==> src/hdl/i2ccp_params.svh <==
// Purpose: Constants of the two-wire control port: address, sizes, encodings.
// Assumes: Included by the package and by the design modules.
// Notes: Definitions only.
`ifndef I2CCP_PARAMS_SVH
`define I2CCP_PARAMS_SVH

// Seven-bit slave address of the port.
`define I2CCP_SLAVE_ADDR 7'h36
// Largest register, in bytes, that one subaddress can hold.
`define I2CCP_MAX_BYTES 20
// Bytes in one data word.
`define I2CCP_WORD_BYTES 5'h04
// Bits in one data word.
`define I2CCP_WORD_BITS 6'h20
// Level that the synchronisers take at reset: an idle bus is high.
`define I2CCP_IDLE_LVL 1'b1
// One-hot codes of the bit-level states.
`define I2CCP_ST_IDLE 5'h01
`define I2CCP_ST_RX 5'h02
`define I2CCP_ST_ACK 5'h04
`define I2CCP_ST_TX 5'h08
`define I2CCP_ST_MACK 5'h10
// One-hot codes of the byte phases of a transfer.
`define I2CCP_PH_ADDR 3'h1
`define I2CCP_PH_SUB 3'h2
`define I2CCP_PH_DATA 3'h4

`endif

==> src/hdl/i2ccp_pkg.sv <==
// Purpose: Types shared by the control port modules.
// Assumes: i2ccp_params.svh holds the numbers.
// Notes: State of each module is one packed struct.
`include "i2ccp_params.svh"

package i2ccp_pkg;

  typedef logic [7:0] i2ccp_byte_t;
  typedef logic [4:0] i2ccp_cnt_t;
  typedef logic [2:0] i2ccp_widx_t;
  typedef logic [31:0] i2ccp_word_t;
  typedef logic [5:0] i2ccp_bits_t;
  typedef logic [`I2CCP_MAX_BYTES*8-1:0] i2ccp_wbuf_t;

  typedef enum logic [4:0] {
    ST_IDLE = `I2CCP_ST_IDLE,
    ST_RX = `I2CCP_ST_RX,
    ST_ACK = `I2CCP_ST_ACK,
    ST_TX = `I2CCP_ST_TX,
    ST_MACK = `I2CCP_ST_MACK
  } i2ccp_st_t;

  typedef enum logic [2:0] {
    PH_ADDR = `I2CCP_PH_ADDR,
    PH_SUB = `I2CCP_PH_SUB,
    PH_DATA = `I2CCP_PH_DATA
  } i2ccp_ph_t;

  // Synchroniser state: two flops per line, then one delayed copy.
  typedef struct packed {
    logic [1:0] scl_ff;
    logic [1:0] sda_ff;
    logic scl_d;
    logic sda_d;
  } i2ccp_sync_t;

  // Protocol engine state.
  typedef struct packed {
    i2ccp_st_t st;
    i2ccp_ph_t phase;
    logic rw;
    logic [3:0] bitcnt;
    i2ccp_byte_t shreg;
    i2ccp_byte_t tx;
    logic drv;
    logic nack;
    i2ccp_byte_t sub;
    i2ccp_cnt_t cnt;
    i2ccp_wbuf_t bufr;
    i2ccp_byte_t split_sub;
    i2ccp_widx_t split_idx;
    logic wr_stb;
    i2ccp_byte_t wr_addr;
    i2ccp_widx_t wr_word;
    i2ccp_cnt_t wr_len;
    i2ccp_wbuf_t wr_data;
  } i2ccp_state_t;

endpackage

==> src/hdl/i2ccp_sync.sv <==
// Purpose: Bring the bus lines into the clock domain and find their events.
// Assumes: scl_in and sda_in are asynchronous pins.
// Notes: Events are one-cycle pulses, about two cycles after the pin moves.
`timescale 1ns/1ps
`default_nettype none
`include "i2ccp_params.svh"

module i2ccp_sync (
  input wire logic clock,
  input wire logic rst,
  input wire logic scl_in,
  input wire logic sda_in,
  output logic scl_lvl,
  output logic sda_lvl,
  output logic scl_rise,
  output logic scl_fall,
  output logic start_det,
  output logic stop_det
);
  import i2ccp_pkg::*;

  i2ccp_sync_t sync_reg;
  i2ccp_sync_t sync_next;

  // The first flop of each pair feeds only the second one.
  always_comb
  begin
    sync_next = sync_reg;
    sync_next.scl_ff = {sync_reg.scl_ff[0], scl_in};
    sync_next.sda_ff = {sync_reg.sda_ff[0], sda_in};
    sync_next.scl_d = sync_reg.scl_ff[1];
    sync_next.sda_d = sync_reg.sda_ff[1];
  end

  // Reset to the idle-high level, so release never looks like a start.
  // Both flops of each pair are named in full: a one-bit fill value would
  // only set the low flop and fake a clock edge just after reset.
  always_ff @(posedge clock)
  begin
    if (rst)
    begin
      sync_reg <= '{
        scl_ff: {2{`I2CCP_IDLE_LVL}},
        sda_ff: {2{`I2CCP_IDLE_LVL}},
        scl_d: `I2CCP_IDLE_LVL,
        sda_d: `I2CCP_IDLE_LVL
      };
    end
    else
    begin
      sync_reg <= sync_next;
    end
  end

  // Both lines pass equal delay, so their relative order is kept.
  assign scl_lvl = sync_reg.scl_ff[1];
  assign sda_lvl = sync_reg.sda_ff[1];
  assign scl_rise = sync_reg.scl_ff[1] & ~sync_reg.scl_d;
  assign scl_fall = ~sync_reg.scl_ff[1] & sync_reg.scl_d;
  assign start_det = sync_reg.scl_ff[1] & sync_reg.scl_d & sync_reg.sda_d & ~sync_reg.sda_ff[1];
  assign stop_det = sync_reg.scl_ff[1] & sync_reg.scl_d & ~sync_reg.sda_d & sync_reg.sda_ff[1];

endmodule

`default_nettype wire

==> src/hdl/i2ccp_port.sv <==
// Purpose: Slave-only two-wire control port that feeds the register file.
// Assumes: The register file answers reg_len, rd_data and rd_bits
//   combinationally from reg_addr and rd_word.
// Notes: The clock is the local oscillator, never the audio master clock.
// Notes on behaviour
// - Answer only slave address 0x36; the eighth bit selects direction.
// - Work at 100 and 400 kHz; never stretch the clock or wait.
// - Depend only on bus signals, not on the audio master clock.
// - Slave only; never start transfers or arbitrate.
// - Bytes are eight bits, MSB first, each followed by an acknowledge.
// - Falling data with clock high is start; rising data is stop.
// - Change the data line only while the clock is low.
// - Acknowledge by holding data low for the whole acknowledge period.
// - Accept any number of bytes between start and stop.
// - Small registers take single bytes; processing registers take 4-byte words.
// - Keep sending bytes from the subaddress while the master acknowledges.
// - Unused bits of a narrow register read back as zero.
// - Count bytes per subaddress; drop incomplete data at stop or start.
// - A mixer coefficient commits only after one whole 32-bit word.
// - Sequential writes advance through consecutive subaddresses.
// - Drop only the incomplete final subaddress; keep earlier complete ones.
// - Split mode lets large registers arrive in 4-byte steps across transfers.
// - Write is start, address with 0, subaddress, data, acknowledges, stop.
// - Acknowledge every received data byte.
// - Read is subaddress write, repeated start, address with 1, data, nack.
`timescale 1ns/1ps
`default_nettype none
`include "i2ccp_params.svh"

module i2ccp_port (
  input wire logic clock,
  input wire logic rst,
  input wire logic scl_in,
  input wire logic sda_in,
  output logic sda_out,
  output logic sda_oe,
  input wire logic split_mode,
  output i2ccp_pkg::i2ccp_byte_t reg_addr,
  input wire i2ccp_pkg::i2ccp_cnt_t reg_len,
  output i2ccp_pkg::i2ccp_widx_t rd_word,
  input wire i2ccp_pkg::i2ccp_word_t rd_data,
  input wire i2ccp_pkg::i2ccp_bits_t rd_bits,
  output logic wr_stb,
  output i2ccp_pkg::i2ccp_byte_t wr_addr,
  output i2ccp_pkg::i2ccp_widx_t wr_word,
  output i2ccp_pkg::i2ccp_cnt_t wr_len,
  output i2ccp_pkg::i2ccp_wbuf_t wr_data
);
  import i2ccp_pkg::*;

  localparam int BUF_BITS = `I2CCP_MAX_BYTES * 8;
  // Reset state: idle, line released, no pending data.
  localparam i2ccp_state_t RESET_STATE = '{
    st: ST_IDLE,
    phase: PH_ADDR,
    default: '0
  };

  i2ccp_state_t state_reg;
  i2ccp_state_t state_next;

  logic scl_lvl;
  logic sda_lvl;
  logic scl_rise;
  logic scl_fall;
  logic start_det;
  logic stop_det;

  // Only the bus lines and the local clock drive this port.
  i2ccp_sync u_sync (
    .clock(clock),
    .rst(rst),
    .scl_in(scl_in),
    .sda_in(sda_in),
    .scl_lvl(scl_lvl),
    .sda_lvl(sda_lvl),
    .scl_rise(scl_rise),
    .scl_fall(scl_fall),
    .start_det(start_det),
    .stop_det(stop_det)
  );

  // Zero the bit positions that the addressed register does not hold.
  function automatic i2ccp_word_t mask_word(i2ccp_word_t data, i2ccp_bits_t bits);
    i2ccp_word_t keep;
    keep = 32'hFFFFFFFF;
    if (bits < `I2CCP_WORD_BITS)
    begin
      keep = 32'((33'h1 << bits) - 33'h1);
    end
    return data & keep;
  endfunction

  // Bytes that one read step of this register spans: a narrow register
  // sends its own length, a wide one a word at a time.
  function automatic i2ccp_cnt_t word_span(i2ccp_cnt_t len);
    i2ccp_cnt_t span;
    span = `I2CCP_WORD_BYTES;
    if (len == 5'h00)
    begin
      span = 5'h01;
    end
    else if (len < `I2CCP_WORD_BYTES)
    begin
      span = len;
    end
    return span;
  endfunction

  // Fetch the next read byte and step the read pointer. The pointer moves
  // at load time, so the register file has a whole byte time to settle.
  function automatic i2ccp_state_t load_byte(
    i2ccp_state_t c,
    i2ccp_cnt_t len,
    i2ccp_word_t data,
    i2ccp_bits_t bits
  );
    i2ccp_state_t r;
    i2ccp_word_t w;
    i2ccp_cnt_t span;
    i2ccp_cnt_t pos;
    i2ccp_cnt_t total;
    r = c;
    w = mask_word(data, bits);
    span = word_span(len);
    total = (len == 5'h00) ? 5'h01 : len;
    // Within a word the most significant byte goes first.
    if (span < `I2CCP_WORD_BYTES)
    begin
      pos = 5'(span - 5'h01 - c.cnt);
    end
    else
    begin
      pos = 5'(5'h03 - {3'h0, c.cnt[1:0]});
    end
    r.tx = 8'(w >> {pos[1:0], 3'b000});
    r.drv = ~r.tx[7];
    r.bitcnt = 4'h0;
    r.st = ST_TX;
    // When the register is used up, move on to the next subaddress.
    if (5'(c.cnt + 5'h01) >= total)
    begin
      r.sub = 8'(c.sub + 8'h01);
      r.cnt = 5'h00;
    end
    else
    begin
      r.cnt = 5'(c.cnt + 5'h01);
    end
    return r;
  endfunction

  // Take one data byte: collect it, and commit when the subaddress has its
  // full set. In split mode a wide register commits word by word.
  function automatic i2ccp_state_t take_byte(
    i2ccp_state_t c,
    i2ccp_cnt_t len,
    logic split
  );
    i2ccp_state_t r;
    i2ccp_cnt_t need;
    logic split_on;
    i2ccp_cnt_t done_bytes;
    r = c;
    split_on = split && (len > `I2CCP_WORD_BYTES);
    need = split_on ? `I2CCP_WORD_BYTES : len;
    done_bytes = 5'({3'(c.split_idx + 3'h1), 2'b00});
    // Byte count against the size this subaddress needs.
    if (5'(c.cnt + 5'h01) >= need)
    begin
      r.wr_data = {c.bufr[BUF_BITS-9:0], c.shreg};
      r.bufr = '0;
      r.wr_stb = 1'b1;
      r.wr_addr = c.sub;
      r.wr_len = need;
      r.cnt = 5'h00;
      if (split_on)
      begin
        // One word of a large register; progress survives the stop.
        r.wr_word = c.split_idx;
        if (done_bytes >= len)
        begin
          r.sub = 8'(c.sub + 8'h01);
          r.split_idx = 3'h0;
          r.split_sub = 8'(c.sub + 8'h01);
        end
        else
        begin
          r.split_idx = 3'(c.split_idx + 3'h1);
        end
      end
      else
      begin
        // Complete set taken; the next bytes go to the next subaddress.
        r.wr_word = 3'h0;
        r.sub = 8'(c.sub + 8'h01);
        r.split_idx = 3'h0;
        r.split_sub = 8'(c.sub + 8'h01);
      end
    end
    else
    begin
      r.bufr = {c.bufr[BUF_BITS-9:0], c.shreg};
      r.cnt = 5'(c.cnt + 5'h01);
    end
    return r;
  endfunction

  // Protocol engine. Start and stop override any bit state, since the
  // master may end a transfer at any point.
  always_comb
  begin
    state_next = state_reg;
    state_next.wr_stb = 1'b0;
    if (start_det)
    begin
      // A new start drops any incomplete set; commits already made stay.
      state_next.st = ST_RX;
      state_next.phase = PH_ADDR;
      state_next.bitcnt = 4'h0;
      state_next.cnt = 5'h00;
      state_next.bufr = '0;
      state_next.drv = 1'b0;
    end
    else if (stop_det)
    begin
      // Stop ends the transfer; an incomplete set is discarded.
      state_next.st = ST_IDLE;
      state_next.cnt = 5'h00;
      state_next.bufr = '0;
      state_next.drv = 1'b0;
    end
    else
    begin
      unique case (state_reg.st)
        ST_IDLE:
        begin
          state_next.drv = 1'b0;
        end
        ST_RX:
        begin
          // Sample on the rising clock, MSB first.
          if (scl_rise)
          begin
            state_next.shreg = {state_reg.shreg[6:0], sda_lvl};
            state_next.bitcnt = 4'(state_reg.bitcnt + 4'h1);
          end
          // Act on the falling edge after the eighth bit, so the line
          // only moves while the clock is low.
          else if (scl_fall && state_reg.bitcnt == 4'h8)
          begin
            state_next.bitcnt = 4'h0;
            unique case (state_reg.phase)
              PH_ADDR:
              begin
                if (state_reg.shreg[7:1] == `I2CCP_SLAVE_ADDR)
                begin
                  state_next.rw = state_reg.shreg[0];
                  state_next.drv = 1'b1;
                  state_next.st = ST_ACK;
                end
                else
                begin
                  // Not ours: stay released until the next start.
                  state_next.st = ST_IDLE;
                end
              end
              PH_SUB:
              begin
                state_next.sub = state_reg.shreg;
                state_next.cnt = 5'h00;
                if (state_reg.shreg != state_reg.split_sub)
                begin
                  state_next.split_idx = 3'h0;
                end
                state_next.split_sub = state_reg.shreg;
                state_next.drv = 1'b1;
                state_next.st = ST_ACK;
              end
              PH_DATA:
              begin
                // No length limit: every data byte is taken and acknowledged.
                state_next = take_byte(state_reg, reg_len, split_mode);
                state_next.wr_stb = (5'(state_reg.cnt + 5'h01) >=
                  ((split_mode && reg_len > `I2CCP_WORD_BYTES) ? `I2CCP_WORD_BYTES : reg_len));
                state_next.bitcnt = 4'h0;
                state_next.drv = 1'b1;
                state_next.st = ST_ACK;
              end
            endcase
          end
        end
        ST_ACK:
        begin
          // Held low from one falling edge to the next: the whole period.
          if (scl_fall)
          begin
            state_next.drv = 1'b0;
            if (state_reg.phase == PH_ADDR && state_reg.rw)
            begin
              // Read direction: first byte from the current subaddress.
              state_next = load_byte(state_reg, reg_len, rd_data, rd_bits);
            end
            else
            begin
              state_next.st = ST_RX;
              state_next.bitcnt = 4'h0;
              state_next.phase = (state_reg.phase == PH_ADDR) ? PH_SUB : PH_DATA;
            end
          end
        end
        ST_TX:
        begin
          // Next bit goes out on the falling edge, never while high.
          if (scl_fall)
          begin
            if (state_reg.bitcnt == 4'h7)
            begin
              state_next.drv = 1'b0;
              state_next.st = ST_MACK;
            end
            else
            begin
              state_next.tx = {state_reg.tx[6:0], 1'b0};
              state_next.drv = ~state_reg.tx[6];
              state_next.bitcnt = 4'(state_reg.bitcnt + 4'h1);
            end
          end
        end
        ST_MACK:
        begin
          if (scl_rise)
          begin
            state_next.nack = sda_lvl;
          end
          else if (scl_fall)
          begin
            // Acknowledged: keep sending; not acknowledged: let go.
            if (!state_reg.nack)
            begin
              state_next = load_byte(state_reg, reg_len, rd_data, rd_bits);
            end
            else
            begin
              state_next.st = ST_IDLE;
            end
          end
        end
      endcase
    end
  end

  // One register for the whole engine.
  always_ff @(posedge clock)
  begin
    if (rst)
    begin
      state_reg <= RESET_STATE;
    end
    else
    begin
      state_reg <= state_next;
    end
  end

  // Open-drain data line: only ever pulled low. The clock line has no
  // driver at all, so the port cannot stretch it or contend for the bus,
  // and timing comes from the master alone.
  assign sda_out = 1'b0;
  assign sda_oe = state_reg.drv;

  // Register-file side.
  assign reg_addr = state_reg.sub;
  assign rd_word = state_reg.cnt[4:2];
  assign wr_stb = state_reg.wr_stb;
  assign wr_addr = state_reg.wr_addr;
  assign wr_word = state_reg.wr_word;
  assign wr_len = state_reg.wr_len;
  assign wr_data = state_reg.wr_data;

endmodule

`default_nettype wire

==> config.mk <==
export PLATFORM = sky130hd
export DESIGN_NAME = i2ccp_port
export DESIGN_NICKNAME = d
export VERILOG_FILES = /design/src/hdl/i2ccp_pkg.sv /design/src/hdl/i2ccp_sync.sv /design/src/hdl/i2ccp_port.sv
export VERILOG_INCLUDE_DIRS = /design/src /design/src/hdl
export SDC_FILE = /design/constraint.sdc
export NUM_CORES = 1
export LEC_CHECK = 0
export BUFFER_PORTS_ARGS = -buffer_cell sky130_fd_sc_hd__buf_2
export CORE_MARGIN = 2
export CORE_UTILIZATION = 41
export DETAILED_ROUTE_END_ITERATION = 6
export GPL_TIMING_DRIVEN = 0
export PLACE_DENSITY = 0.64
export RECOVER_POWER = 100
export SETUP_SLACK_MARGIN = 0.5
export SYNTH_ARGS = -nofsm -noshare
export SYNTH_HDL_FRONTEND = slang
export SYNTH_HIERARCHICAL = 1
export SYNTH_SLANG_ARGS = --single-unit
==> constraint.sdc <==
create_clock -name clock -period 8 [get_ports clock]
set_input_delay 0.4 -clock clock [delete_from_list [all_inputs] [get_ports clock]]
set_output_delay 0.4 -clock clock [all_outputs]
set_load 0.02 [all_outputs]
* After elaboration in Yosys (flattened, before gate mapping) *
Index checks and enable logic that the tools add are counted.

storage, ports and cells
  bits in registers = 390
  input bits = 48
  output and inout port bits = 190
  word-level logic and storage cells = 232

cells by class
  add/subtract/negate cells = 10
  order comparisons = 8
  equal/unequal tests = 39
  shift operators = 3
  multiplexer cells = 96
  bitwise gates (word level) = 23
  reductions and logical operators = 30

operators with widths
  operator                                                               number
  392-bit 2-to-1 mux                                                     3
  362-bit one-hot mux with 3 select lines                                1
  371-bit 2-to-1 mux                                                     2
  188-bit 2-to-1 mux                                                     3
  165-bit 2-to-1 mux                                                     3
  32-bit 2-to-1 mux                                                      12
  383-bit 2-to-1 mux                                                     1
  361-bit 2-to-1 mux                                                     1
  177-bit 2-to-1 mux                                                     1
  160-bit 2-to-1 mux                                                     1
  5-bit 2-to-1 mux                                                       19
  32-bit AND                                                             2
  32-bit by 5-bit right shift with 8-bit output                          2
  8-bit 2-to-1 mux                                                       5
  4-bit inequality test (second input constant)                          10
  9-bit AND reduction                                                    4
  8-bit one-hot mux with 4 select lines                                  1
  1-bit by 6-bit left shift with 32-bit output (first input constant)    1
  32-bit by 1-bit subtractor with 32-bit output (second input constant)  1
  30-bit 2-to-1 mux                                                      1
  2-bit 2-to-1 mux                                                       14
  13-bit one-hot mux with 2 select lines                                 1
  24-bit 2-to-1 mux                                                      1
  8-bit one-hot mux with 3 select lines                                  1
  57 further kinds                                                       118

* Logic depth before layout (Yosys ltp) *
  depth after elaboration = 26
  mapped depth = 14
  gate-level depth less buffers = 10

* By module *
Netlist, hierarchy kept.

by module, submodules not included
  module      instances  cells each  area each (µm²)
  i2ccp_port  1          2124        17232.8
  i2ccp_sync  1          16          190.2

* Least setup slack after synthesis *
Ideal clock, no wire load.

  path type = input -> register
  start = input port reg_len[1]
  end = register state_reg, in the netlist wr_addr[0]
  library setup time = 70 ps
  data arrival time = 2850 ps
  required time = 7930 ps
  setup slack = 5080 ps
  cell stages on the path = 14
  path buffers = 4
  cell sequence = clkbuf_1 o21a_1 o31a_1 nor2_1 ha_1 a21oi_1 o21ai_0 a31oi_1 or3_1 clkbuf_1 clkbuf_1 buf_2 nand2_1 a21oi_1

between the ends
  longest elaborated chain between the ends = 6

RTL lines
  element                                                             line               text
  start, declared                                                     i2ccp_port.sv:39   input wire i2ccp_pkg::i2ccp_cnt_t reg_len,
  5-bit by 3-bit greater-than comparator with 1-bit output (no line)  -
  1-bit logical AND                                                   i2ccp_port.sv:165  split_on = split && (len > `I2CCP_WORD_BYTES);
  5-bit 2-to-1 mux (*)                                                i2ccp_port.sv:166  need = split_on ? `I2CCP_WORD_BYTES : len;
  5-bit greater-or-equal comparator (*)                               i2ccp_port.sv:169  if (5'(c.cnt + 5'h01) >= need)
  3-bit nonzero test (no line) (*)                                    -
  9-bit AND reduction (no line) (*)                                   -
  end signal, assigned                                                i2ccp_port.sv:362  state_reg <= state_next;
  end, declared                                                       i2ccp_port.sv:59   i2ccp_state_t state_reg;

Every way passes the cells marked *; elsewhere a longest branch is shown, timed or not.
A chain may end at the register's enable or synchronous reset.

* Worst setup path in the final report *
  start = register u_sync/sync_reg[1] (netlist bit)
  end = register state_reg, in the netlist wr_data[70]

RTL lines
  element                        line               text
  start, declared                i2ccp_sync.sv:22   i2ccp_sync_t sync_reg;
  start signal, assigned         i2ccp_sync.sv:42   sync_reg <= '{
  start signal, assigned         i2ccp_sync.sv:51   sync_reg <= sync_next;
  1-bit AND                      i2ccp_sync.sv:59   assign scl_fall = ~sync_reg.scl_ff[1] & sync_reg.scl_d;
  net scl_fall                   i2ccp_port.sv:65   logic scl_fall;
  1-bit logical AND              i2ccp_port.sv:250  else if (scl_fall && state_reg.bitcnt == 4'h8)
  9-bit AND reduction (no line)  -

The timed path passes the listed nets, and every way through them passes these cells.

==> flow_metrics.tcl <==
set metrics [dict create \
    min-delay-start "rst" \
    syn_to_final_growth_pct 17.3 \
    drt_iter0_drc 1292 \
    rrSetupSlack_ns 3.71 \
    crit_top_cell "clkbuf_1" \
    vias 15900 \
    slowest_delay_ns 0.77 \
    antenna_found_initial 5 \
    dp_cells 2914 \
    hold_path_end "u_sync/sync_next[3]$_SDFF_PP1_" \
    instances_no_fill 2992 \
    grt_pass1_vias 14900 \
    synth-edff-count 0 \
    drt-total-wl_microns 51900 \
    cts_resized 0 \
    r2r_cells 10 \
    synth_top_flop_cell "dfxtp_1" \
    end_kind "flop" \
    seq_area_sq_um 7790 \
    antenna_left 0 \
    synth.distinct_cells 80 \
    fin_crit_ns 4.29 \
    start_util_pct 41.5 \
    drc 0 \
    cts-buffers-inserted 41 \
    die_w_microns 210 \
    clock_sinks 389 \
    power.density_nw_per_um2 199 \
    pin_count 238 \
    insertion_delay_ns 0.57 \
    grt_setup_unrepaired "no" \
    die-area_sq_um 44200 \
    hold_path_class "primary input to flop" \
    grt_usage_pct 22.9 \
    cts-root-buf "clkbuf_16" \
    syn_nets 2208 \
    io_buffers 235 \
    worst_pin_slew_ns 1.28 \
    setup_viol_count_final 0 \
    finish.utilization_pct 48.7 \
    critPathArrivalTime_ns 4.77 \
    yosys_warnings 6 \
    h-tree-depth 2 \
    fin_setup_tns_ns 0 \
    ir_drop_uv 159 \
    multi_input_area_sq_um 7450 \
    dp_hpwl_microns 38300 \
    syn_area_sq_um 17400 \
    leakage_nw 7.35 \
    gr-total-overflow 0 \
    vias_per_cell 5.32 \
    reg2reg_from "u_sync/sync_reg[1]$_SDFF_PP1_" \
    firstDrtPassIters 7 \
    slowest_stage "nor3_1" \
    largest_register_ffs 194 \
    startpoint_type "flop" \
    clk_path_buf_depth 3 \
    cts_tree "built" \
    num_rows 75 \
    cp_num_buf_inv 3 \
    nets 2488 \
    synthCells 2140 \
    path_max_fanout 10 \
    wl_per_cell_microns 17.3 \
    core_sq_um 41900 \
    fmax_mhz 233 \
    ys_ff_latch 389 \
    finalWeightedCongestion 0.915 \
    ys_seq_area_share_pct 44.7 \
    hold_depth 2 \
    worstSetupPathType "flop to flop" \
    grt_pass1_wl_microns 80900 \
    worstPathRequired_ns 8.48 \
    r2r_end "wr_data[70]$_SDFFE_PP0P_" \
    final_cell_mix "nand2_1 (393), dfxtp_1 (389), clkbuf_1 (329)" \
    grt_max_degree 14 \
    cp_cell_sequence "nor2b_1, clkbuf_1, nand4b_1, nor4_1, nand2_1, nor3_1, clkbuf_1, clkbuf_1, nand2_1, a21oi_1" \
    fin_skew_ns 0.0222 \
    clk_pin_slew_worst_paths_ns 0.06 \
    fillers 4233 \
    drv_slew 0 \
    hold_viol 0 \
    final_common_cell "nand2_1" \
    drive_gt1_share_pct 14.2 \
    max_slew_margin_pct 13.7 \
    critical_path.top_delay_family "simple AND/OR/NAND/NOR gates" \
    min_period_over_period_pct 53.7 \
    drv_cap 0 \
    status "finished, final reports clean" \
    syn_area_per_cell_sq_um 8.14 \
    async_flop_share_pct 0 \
    die_y_microns 210 \
]
layer usage:
layer,GRT usage [%],wire (microns),vias up
li1,-,-,7751
met1,30.6,23400,7530
met2,37.9,24100,521
met3,3.28,2830,99
met4,8.17,1590,2
met5,0,17,-
worst max path at each step:
stage,cells after the start,slack [ns],to,from
2_1_floorplan,14,5.08,wr_addr[0]$_SDFFE_PP0P_,reg_len[1]
3_3_place_gp,14,3.71,wr_data[132]$_SDFFE_PP0P_,reg_len[1]
3_5_place_dp,14,3.71,wr_data[129]$_SDFFE_PP0P_,reg_len[1]
4_1_cts,12,4.07,wr_data[90]$_SDFFE_PP0P_,state_reg[348]$_SDFFE_PP0P_
5_1_grt,10,3.30,wr_data[94]$_SDFFE_PP0P_,u_sync/sync_reg[1]$_SDFF_PP1_
6_report,10,3.71,wr_data[70]$_SDFFE_PP0P_,u_sync/sync_reg[1]$_SDFF_PP1_
final cells by class:
| class | count | area share (%) |
|---|---|---|
| flip-flops and latches | 389 | 38.1 |
| multi-input cells | 1379 | 36.4 |
| plain buffers | 348 | 10.0 |
| clock buffers | 57 | 5.86 |
| repair buffers | 237 | 4.71 |
| well taps | 539 | 3.30 |
| clock inverters | 16 | 1.07 |
| inverters | 24 | 0.441 |
| diodes | 3 | 0.0367 |
what timing repair did:
action | CTS | global route
hold buffers | 2 | 0
endpoints found under the hold margin | 2 | 0
setup buffers | 0 | 0
cells by family after synthesis:
| family | count (synthesis) | share of synthesized area, % |
|---|---|---|
| AO/OA/AOI/OAI | 544 | 19.9 |
| XOR/XNOR | 24 | 1.21 |
| adder cells (fa/ha/maj) | 20 | 1.44 |
| buffers and inverters | 372 | 12.5 |
| flip-flops | 389 | 44.7 |
| multiplexers | 19 | 1.25 |
| other | 1 | 0.0215 |
| AND/OR/NAND/NOR | 771 | 19.0 |
power by group:
group          switching, W  total, W  leakage [nW]  internal [W]
combinational      0.000105  0.000147          3.52     0.0000421
clock              0.000806   0.00199         0.691       0.00118
sequential       0.00000122   0.00194          3.13       0.00194
total              0.000912   0.00407          7.35       0.00316
synthesized netlist by cell type, drive strengths merged (4+ instances only):
library cell  number  area (sq um)
a21oi            227          1140
mux2i             15           150
buf              240          1680
clkbuf           108           405
a211oi             9          72.6
and3               6          37.5
nor2b              8          50.1
o21ai             50           250
nor4               4          25.0
ha                20           250
or3                8          50.1
and2               6          37.5
o2111ai            7          61.3
xnor2             17           149
a22oi            157          1180
nor2             213           802
a21o               5          37.5
or4                4          30.0
o21a               5          37.5
a31oi              7          43.8
nand3             38           190
inv               23          86.3
o211ai            14           105
nand2            393          1480
nand4             15          93.8
o31ai             16           134
nand2b            15          93.8
a211o              4          36.3
dfxtp            389          7790
or2               16           100
a41o               4          40.0
xor2               7          61.3
nor3              23           120
o31a               5          43.8
metrics by stage:
stage	hold WS, ns	worst slack, ns	power (W)	cell area (sq um)
floorplan	0.383	5.08	0.00207	17400
global placement	0.387	3.71	0.00213	19300
detailed placement	0.392	3.71	0.00213	19300
CTS	0.0725	4.07	0.00411	20700
global route	0.226	3.30	0.00420	20400
finish	0.190	3.71	0.00407	20400
Power figures use the tool's default switching activity.
